==> src/rtl/cbpa_pkg.sv <==
package cbpa_pkg;
    // ========================================
    // Cluster geometry
    localparam int unsigned CBPA_NUM_AGENTS = 8;
    localparam int unsigned CBPA_POS_W      = 3;
    localparam logic [2:0]  CBPA_RESET_OWNER = 3'h0;
    localparam logic [2:0]  CBPA_MAX_POS     = 3'h7;

    // ========================================
    // Request classes, highest first
    typedef enum logic [3:0] {
        CBPA_CLS_HOST  = 4'h8,
        CBPA_CLS_CORE  = 4'h4,
        CBPA_CLS_DMA   = 4'h2,
        CBPA_CLS_PLAIN = 4'h1
    } cbpa_class_t;

    // ========================================
    // Local transaction states
    typedef enum logic [3:0] {
        CBPA_ST_IDLE  = 4'h1,
        CBPA_ST_REQ   = 4'h2,
        CBPA_ST_OWN   = 4'h4,
        CBPA_ST_DRAIN = 4'h8
    } cbpa_state_t;
endpackage
==> src/rtl/cbpa_arbiter.sv <==
`timescale 1ns/1ps
`default_nettype none
// Overview of operation
// - Idle lines: ownership rotates by cluster position
// - Host request takes the bus once the current owner drops its request
// - Precedence request drives bus request plus class
// - High-priority DMA drives dma precedence line
// - Owner finishes transaction, then drops request
// - Normal DMA withdraws while dma precedence seen
// - Highest rotating rank wins among priority
// - Priority DMA done: drop request and line
// - Withdrawn normal requests return after release
// - Rotation resumes upward from pre-empting agent
// - Pre-empted DMA stays pending, resumes later
// - Owner indicator shows local bus ownership
// - Position zero owns after reset
// - Host, core, dma, plain precedence order
// - Dma line only when core line idle
// - Dma requester yields to any core line
module cbpa_arbiter (
    // Clock and reset
    input  wire logic                               i_clk_sys,
    input  wire logic                               i_reset_n,
    // Static position
    input  wire logic [cbpa_pkg::CBPA_POS_W-1:0]    i_cluster_position,
    // Shared lines, sampled (active low)
    input  wire logic [cbpa_pkg::CBPA_NUM_AGENTS-1:0] i_bus_request_n,
    input  wire logic                               i_dma_precedence_n,
    input  wire logic                               i_core_precedence_n,
    input  wire logic                               i_host_request_n,
    // Local transfer requests
    input  wire logic                               i_core_req,
    input  wire logic                               i_dma_req,
    input  wire logic                               i_dma_high,
    input  wire logic                               i_xact_last,
    // Open-drain line drives (oe low = drive low)
    output logic                                    o_bus_request_n,
    output logic                                    o_bus_request_oe_n,
    output logic                                    o_dma_precedence_oe_n,
    output logic                                    o_core_precedence_oe_n,
    // Ownership status
    output logic                                    o_owner_indicator_n,
    output logic [cbpa_pkg::CBPA_POS_W-1:0]         o_owner_pos,
    output logic                                    o_host_owns
);
    import cbpa_pkg::*;

    // ========================================
    // Reset synchroniser
    logic rst_s1_q;
    logic rst_n_q;
    always_ff @(posedge i_clk_sys or negedge i_reset_n) begin
        if (!i_reset_n) begin
            rst_s1_q <= 1'b0;
            rst_n_q  <= 1'b0;
        end else begin
            rst_s1_q <= 1'b1;
            rst_n_q  <= rst_s1_q;
        end
    end

    // ========================================
    // Line decode
    logic [CBPA_NUM_AGENTS-1:0] req_v;
    logic                       core_act;
    logic                       dma_act;
    logic                       host_act;
    assign req_v    = ~i_bus_request_n;
    assign core_act = ~i_core_precedence_n;
    assign dma_act  = ~i_dma_precedence_n;
    assign host_act = ~i_host_request_n;

    // ========================================
    // Shared owner tracking, same in every agent
    logic [CBPA_POS_W-1:0] owner_q;
    logic [CBPA_POS_W-1:0] owner_d;
    logic                  host_q;
    logic                  host_d;
    logic                  pick_any;
    logic [CBPA_POS_W-1:0] pick_pos;
    logic [CBPA_POS_W-1:0] base;

    // Next from owner, or owner itself while it holds
    assign base = req_v[owner_q] ? owner_q : owner_q + 3'h1;

    cbpa_pick u_pick (
        .i_req (req_v),
        .i_base(base),
        .o_any (pick_any),
        .o_pos (pick_pos)
    );

    always_comb begin
        owner_d = owner_q;
        host_d  = host_q;
        if (host_act) begin
            host_d = !req_v[owner_q] || host_q;
        end else begin
            host_d = 1'b0;
        end
        // Owner keeps bus until its request is withdrawn
        if (!host_d && !req_v[owner_q] && pick_any) begin
            owner_d = pick_pos;
        end
    end

    always_ff @(posedge i_clk_sys or negedge rst_n_q) begin
        if (!rst_n_q) begin
            owner_q <= CBPA_RESET_OWNER;
            host_q  <= 1'b0;
        end else begin
            owner_q <= owner_d;
            host_q  <= host_d;
        end
    end

    // ========================================
    // Local request state machine
    cbpa_state_t st_q;
    cbpa_state_t st_d;
    cbpa_class_t cls_q;
    cbpa_class_t cls_d;
    logic        want_core;
    logic        want_dhi;
    logic        want_any;
    logic        self_own;
    logic        higher_seen;
    logic        yield;

    assign want_core = i_core_req;
    assign want_dhi  = i_dma_req && i_dma_high && !i_core_req;
    assign want_any  = i_core_req || i_dma_req;
    assign self_own  = !host_q && owner_q == i_cluster_position;

    // Competing precedence above local class
    always_comb begin
        case (cls_q)
            CBPA_CLS_CORE:  higher_seen = host_act;
            CBPA_CLS_DMA:   higher_seen = host_act || core_act;
            CBPA_CLS_PLAIN: higher_seen = host_act || core_act || dma_act;
            default:        higher_seen = host_act;
        endcase
    end

    // Only lower classes withdraw while not owning
    always_comb begin
        case (cls_q)
            CBPA_CLS_DMA:   yield = core_act;
            CBPA_CLS_PLAIN: yield = core_act || dma_act;
            default:        yield = 1'b0;
        endcase
    end

    always_comb begin
        st_d  = st_q;
        cls_d = cls_q;
        case (st_q)
            CBPA_ST_IDLE: begin
                if (want_core) begin
                    cls_d = CBPA_CLS_CORE;
                    st_d  = CBPA_ST_REQ;
                end else if (want_dhi && !core_act) begin
                    cls_d = CBPA_CLS_DMA;
                    st_d  = CBPA_ST_REQ;
                end else if (i_dma_req && !core_act && !dma_act) begin
                    cls_d = CBPA_CLS_PLAIN;
                    st_d  = CBPA_ST_REQ;
                end
            end
            CBPA_ST_REQ: begin
                if (!want_any) begin
                    st_d = CBPA_ST_IDLE;
                end else if (yield) begin
                    st_d = CBPA_ST_IDLE;
                end else if (self_own) begin
                    st_d = CBPA_ST_OWN;
                end
            end
            CBPA_ST_OWN: begin
                if (!self_own) begin
                    st_d = CBPA_ST_IDLE;
                end else if (higher_seen || !want_any) begin
                    st_d = CBPA_ST_DRAIN;
                end
            end
            CBPA_ST_DRAIN: begin
                // Current transaction completes first
                if (i_xact_last || !want_any) begin
                    st_d = CBPA_ST_IDLE;
                end
            end
            default: begin
                st_d = CBPA_ST_IDLE;
            end
        endcase
    end

    always_ff @(posedge i_clk_sys or negedge rst_n_q) begin
        if (!rst_n_q) begin
            st_q  <= CBPA_ST_IDLE;
            cls_q <= CBPA_CLS_PLAIN;
        end else begin
            st_q  <= st_d;
            cls_q <= cls_d;
        end
    end

    // ========================================
    // Registered line drives
    logic drv_req;
    logic drv_dpa;
    logic drv_cpa;
    assign drv_req = st_d != CBPA_ST_IDLE;
    assign drv_cpa = drv_req && cls_d == CBPA_CLS_CORE;
    assign drv_dpa = drv_req && cls_d == CBPA_CLS_DMA;

    always_ff @(posedge i_clk_sys or negedge rst_n_q) begin
        if (!rst_n_q) begin
            o_bus_request_n        <= 1'b1;
            o_bus_request_oe_n     <= 1'b1;
            o_dma_precedence_oe_n  <= 1'b1;
            o_core_precedence_oe_n <= 1'b1;
            o_owner_indicator_n    <= 1'b1;
            o_owner_pos            <= CBPA_RESET_OWNER;
            o_host_owns            <= 1'b0;
        end else begin
            o_bus_request_n        <= !drv_req;
            o_bus_request_oe_n     <= !drv_req;
            o_dma_precedence_oe_n  <= !drv_dpa;
            o_core_precedence_oe_n <= !drv_cpa;
            o_owner_indicator_n    <= !(st_d == CBPA_ST_OWN
                                     || st_d == CBPA_ST_DRAIN);
            o_owner_pos            <= owner_d;
            o_host_owns            <= host_d;
        end
    end
endmodule
`default_nettype wire

==> src/rtl/cbpa_pick.sv <==
`timescale 1ns/1ps
`default_nettype none
// ========================================
// Rotating next-owner selector
module cbpa_pick (
    // Request vector and rotation base
    input  wire logic [cbpa_pkg::CBPA_NUM_AGENTS-1:0] i_req,
    input  wire logic [cbpa_pkg::CBPA_POS_W-1:0]      i_base,
    // Result
    output logic                                      o_any,
    output logic [cbpa_pkg::CBPA_POS_W-1:0]           o_pos
);
    import cbpa_pkg::*;

    always_comb begin
        logic [CBPA_POS_W-1:0] idx;
        logic                  found;
        idx   = '0;
        found = 1'b0;
        o_pos = i_base;
        // Search upward from base, wrapping to zero
        for (int k = 0; k < CBPA_NUM_AGENTS; k++) begin
            idx = i_base + CBPA_POS_W'(k);
            if (!found && i_req[idx]) begin
                found = 1'b1;
                o_pos = idx;
            end
        end
        o_any = found;
    end
endmodule
`default_nettype wire

==> config.mk <==
export PLATFORM = sky130hd
export DESIGN_NAME = cbpa_arbiter
export DESIGN_NICKNAME = d
export VERILOG_FILES = /design/src/rtl/cbpa_pkg.sv /design/src/rtl/cbpa_arbiter.sv /design/src/rtl/cbpa_pick.sv
export SDC_FILE = /design/constraint.sdc
export NUM_CORES = 1
export LEC_CHECK = 0
export BUFFER_PORTS_ARGS = -buffer_cell sky130_fd_sc_hd__buf_2
export CORE_MARGIN = 10
export CORE_UTILIZATION = 50
export DETAILED_ROUTE_END_ITERATION = 16
export GPL_TIMING_DRIVEN = 0
export MAX_ROUTING_LAYER = met4
export PLACE_DENSITY_LB_ADDON = 0.2
export SETUP_SLACK_MARGIN = 0.4
export SLEW_MARGIN = 20
export SYNTH_ARGS = -nofsm -noshare
export SYNTH_HDL_FRONTEND = slang
export SYNTH_HIERARCHICAL = 1
export SYNTH_SLANG_ARGS = --single-unit
==> constraint.sdc <==
create_clock -name i_clk_sys -period 0.8 [get_ports i_clk_sys]
set_input_delay 0 -clock i_clk_sys [delete_from_list [all_inputs] [get_ports i_clk_sys]]
set_output_delay 0 -clock i_clk_sys [all_outputs]
set_load 0.03 [all_outputs]
; Word level (Yosys, flattened, before mapping)
; Cells that the tools add are included.
[totals]
output_inout_bits = 9
register_bits = 18
word_cells = 135
input_bits = 20
[classes]
reduce_logical = 41
bitwise = 4
mux = 51
add_sub_neg = 8
eq_ne = 12
magnitude_cmp = 9
[ops]
columns = op, count
row1 = two-way mux 4 bit, 13
row2 = less-than comparator 3 x 4 -> 1 bit (second input constant), 9
row3 = binary-select mux 1 bit (select 3 bit), 9
row4 = two-way mux 3 bit, 8
row5 = two-way mux 1 bit, 18
row6 = logical AND 1 bit, 17
row7 = logical NOT 1 bit, 16
row8 = case mux 4 bit (4 select lines), 1
row9 = adder 3 bit (second input constant), 4
row10 = equality test 4 x 2 -> 1 bit (second input constant), 3
row11 = equality test 4 x 3 -> 1 bit (second input constant), 3
row12 = equality test 4 x 1 -> 1 bit (second input constant), 2
row13 = equality test 4 bit (second input constant), 2
row14 = logical OR 1 bit, 8
row15 = inverter 8 bit, 1
row16 = adder 3 x 1 -> 3 bit (second input constant), 2
row17 = adder 3 x 2 -> 3 bit (second input constant), 2
row18 = != test 4 x 1 -> 1 bit (second input constant), 1
row19 = case mux 1 bit (2 select lines), 2
row20 = equality test 3 bit, 1
row21 = inverter 1 bit, 3

; Logic depth before layout (Yosys ltp)
[depth]
word_depth = 29
depth_mapped = 16
depth_no_buf = 13

; Hierarchy
; Netlist, hierarchy kept.
[by_module_without_submodules]
columns = module, seq_area_each_um2, area_per_inst_um2, instances, cells_per_inst
row1 = cbpa_arbiter, 457.9, 1141.1, 1, 107
row2 = cbpa_pick, 0.0, 867.1, 1, 97

; Worst setup path before layout
; OpenSTA, ideal clock, no wires.
[synth_path]
path_kind = flip-flop to flip-flop
start = reg o_owner_pos[1] (netlist name)
end = reg o_owner_pos[0] (netlist name)
synth_period_minus_slack_ns = 4.640
path_slack_ns = -3.840
arrival_ns = 4.515
n_path_buf = 3
path_stages_with_launch = 17
setup_ns = 0.125
t_required_ns = 0.675
path_cell_list = dfrtp_1 buf_6 mux4_2 nor2b_2 nor2_1 mux2_2 buf_2 inv_1 ha_1 buf_4 mux4_2 mux2_2 o32a_1 or3_4 nand2b_1 and3_4 mux2_4
[synth_lines]
columns = element, line
row1 = end signal: assignment, cbpa_arbiter.sv:233  ; o_owner_pos <= owner_d;
row2 = end: declaration, cbpa_arbiter.sv:43  ; output logic [cbpa_pkg::CBPA_POS_W-1:0] o_owner_pos,

==> impl_metrics.ini <==
[final_layout]
synthToLayoutAreaGrowth_pct = 43.6
fillCellCount = 228
final_nets = 292
post-route-util_pct = 76.4
diodes = 0
drive_gt1_share_pct = 56.7

[synth]
syn_area_per_cell_um2 = 9.84
ys_top_cells_by_area = mux4_2 18%, dfrtp_1 15%, dfstp_2 7.9%, inv_1 3.4%, mux2_2 3.4%
synth-seq-area-share_pct = 22.8
synthMostInstantiatedCell = inv_1
synth_seq_cells = 18
synth.top_cell.area_share_pct = 17.9
synthesis.nets = 227
synth_edf_count = 0
synth_cell_types = 66
ys_async_sr_fraction_pct = 100
synth_ff_type = dfrtp_1
synth_largest_area_cell = mux4_2
synth_common_cells = 18 x inv_1, 16 x mux4_2, 14 x nor2_1
ys.warnings.count = 6
syn_area_um2 = 2010
syn_inst = 204

[routing]
drc = 0
routed_wl_um = 6360
ant_nets = 0
wl_per_cell_um = 20.1
vias = 2094
via_per_inst = 6.63
drtIter0Drc = 291
dr.pass1.iters = 5

[floorplan]
core_area_um2 = 3770
dieArea_um2 = 6950
die_h_um = 83.4
initial_core_util_pct = 53.3
io_pins = 29
fp.dieW_um = 83.4
fp-row-count = 22

[global_route]
gr-total-overflow = 0
grtUsageTotal_pct = 15.5
grt_pass1_vias = 1934
grt_pass1_wl_um = 9240
antenna_found_initial = 0
grt_max_degree = 11

[sta]
rsz0062_at_grt = yes
setup_viol = 25
fin_crit_sh_pct = 520
relSlewSlack_pct = 49.9
slew_viol_final = 0
worst_pin_slew_ns = 0.743
setup_tns_ns = -24.00
setup_ws_ns = -3.36
fmax_mhz = 240
finalHoldViolCount = 0
post-route-min-period_ns = 4.16
finalClockSkew_ns = 0.00546

[worst_setup_path]
critPathRequiredTime_ns = 0.94
crit_type = reg -> reg
start_kind = flip-flop
end_kind = flip-flop
arrival_ns = 4.30
critPathMaxFanout = 7
setup.worst_path.start = o_owner_pos[1]
worst_r2r_startpoint = o_owner_pos[1]

[outcome]
status = complete, but fails checks
violations = setup timing

[place]
hpwlAfterDp_um = 3710
gp_congestion = 0.845
io_buffer_count = 26

[cts]
clock_sinks = 18
clock_latency_ns = 0.25
clockBufferDepth = 2
cts_tree = built
root_buffer = clkbuf_8
cts_buffers = 3
htree_levels = 1
clk_pin_slew_ns = 0.07
cts_hold_buf = 1

[hold_path]
hp-class = in -> reg
hold_start = i_host_request_n

[job]
cap_violations = 0
==> cell type report <==
| class | instances | area, um^2 | area share, % |
|---|---|---|---|
| plain buffers | 13 | 109 | 3.78 |
| clock buffers | 4 | 55.1 | 1.91 |
| inverters | 18 | 78.8 | 2.73 |
| multi-input cells | 155 | 1610 | 56.0 |
| flip-flops and latches | 18 | 467 | 16.2 |
| well taps | 48 | 60.1 | 2.08 |
| repair buffers | 60 | 499 | 17.3 |
==> per-layer routing <==
layer  track usage [%]  part of all wire, %  routed length (um)
met5                 -                    0                   0
met4              1.23                  1.3                  85
met3              3.32                  8.3                 527
met2              25.1                   49                3090
met1              20.1                   42                2650
==> registers in the layout, summed over array words and instances, names as in the netlist <==
register,cells
o_bus_request_oe_n,1
o_host_owns,1
st_q,4
o_dma_precedence_oe_n,1
o_core_precedence_oe_n,1
o_owner_pos,3
rst_s1_q,1
cls_q,4
o_owner_indicator_n,1
rst_n_q,1
==> stage by stage <==
step | worst slack (ns) | cell area [um^2] | cells | hold slack [ns]
finish | -3.36 | 2880 | 316 | 0.0244
CTS | -3.34 | 2720 | 307 | -0.0269
global route | -3.52 | 2880 | 316 | 0.0108
global placement | -3.54 | 2290 | 278 | -0.214
floorplan | -3.39 | 2100 | 204 | -0.296
detailed placement | -3.56 | 2290 | 278 | -0.211
==> cells by family (layout without fill, tap and decap cells) <==
kind of cell / Yosys count / count (layout) / synth area share (%)
AO/OA/AOI/OAI: 60 / 60 / 22.0
AND/OR/NAND/NOR: 55 / 55 / 17.2
buffers and inverters: 31 / 95 / 7.35
multiplexers: 29 / 29 / 25.5
flip-flops: 18 / 18 / 22.8
XOR/XNOR: 7 / 7 / 3.05
adder cells (fa/ha/maj): 3 / 3 / 1.87
other: 1 / 1 / 0.187
==> critical path: stages (launching register included) <==
cell and delay [ns]:
dfrtp_2 0.38, buf_6 0.12, mux4_2 0.52, nor2_4 0.13, nor2_2 0.07, mux2_4 0.31, buf_4 0.15, ha_1 0.17
clkbuf_1 0.21, mux4_2 0.35, mux2_4 0.29, o32a_1 0.33, or3_4 0.38, nand2b_4 0.16, and3_4 0.18, mux2_4 0.30
==> what timing repair did <==
item / 4_1_cts / 5_1_grt
pin swaps: 10 / 11
gates resized for setup: 43 / 25
endpoints found under the hold margin: 3 / 1
setup endpoints to repair: 42 / 35
buffers inserted: 24 / 9
==> path summary, 6_finish.rpt <==
| check | to | slack, ns | depth (start not counted) |
|---|---|---|---|
| worst max-delay path | o_owner_pos[0] | -3.36 | 15 |
| worst min-delay path | o_host_owns | 0.02 | 2 |
| worst max register to register | o_owner_pos[0] | -3.36 | 15 |
| worst min register to register | o_owner_pos[2] | 0.27 | 1 |
| max in group asynchronous | o_owner_indicator_n | 0.35 | 1 |
| min in group asynchronous | rst_s1_q | 0.07 | 2 |
==> cells in the final DEF, fill, tap and decap left out, types with 3 or more instances in the layout <==
master,instances
mux2_4,7
nor2b_1,5
inv_1,14
o32ai_1,4
dfrtp_2,4
a21oi_1,10
nand2_1,6
buf_4,24
nor2_2,3
dfstp_2,6
mux2i_1,3
xnor2_1,3
dfrtp_1,7
nor2_4,3
clkbuf_2,3
xor2_1,3
clkbuf_8,4
nor2_1,9
nand2b_1,4
buf_6,18
o21ai_0,4
buf_2,17
mux4_2,16
clkbuf_1,4
buf_8,4
Power is left out: the tool's default activity adds up to more than one toggle a clock period on the data nets, which glitch-free logic cannot reach.
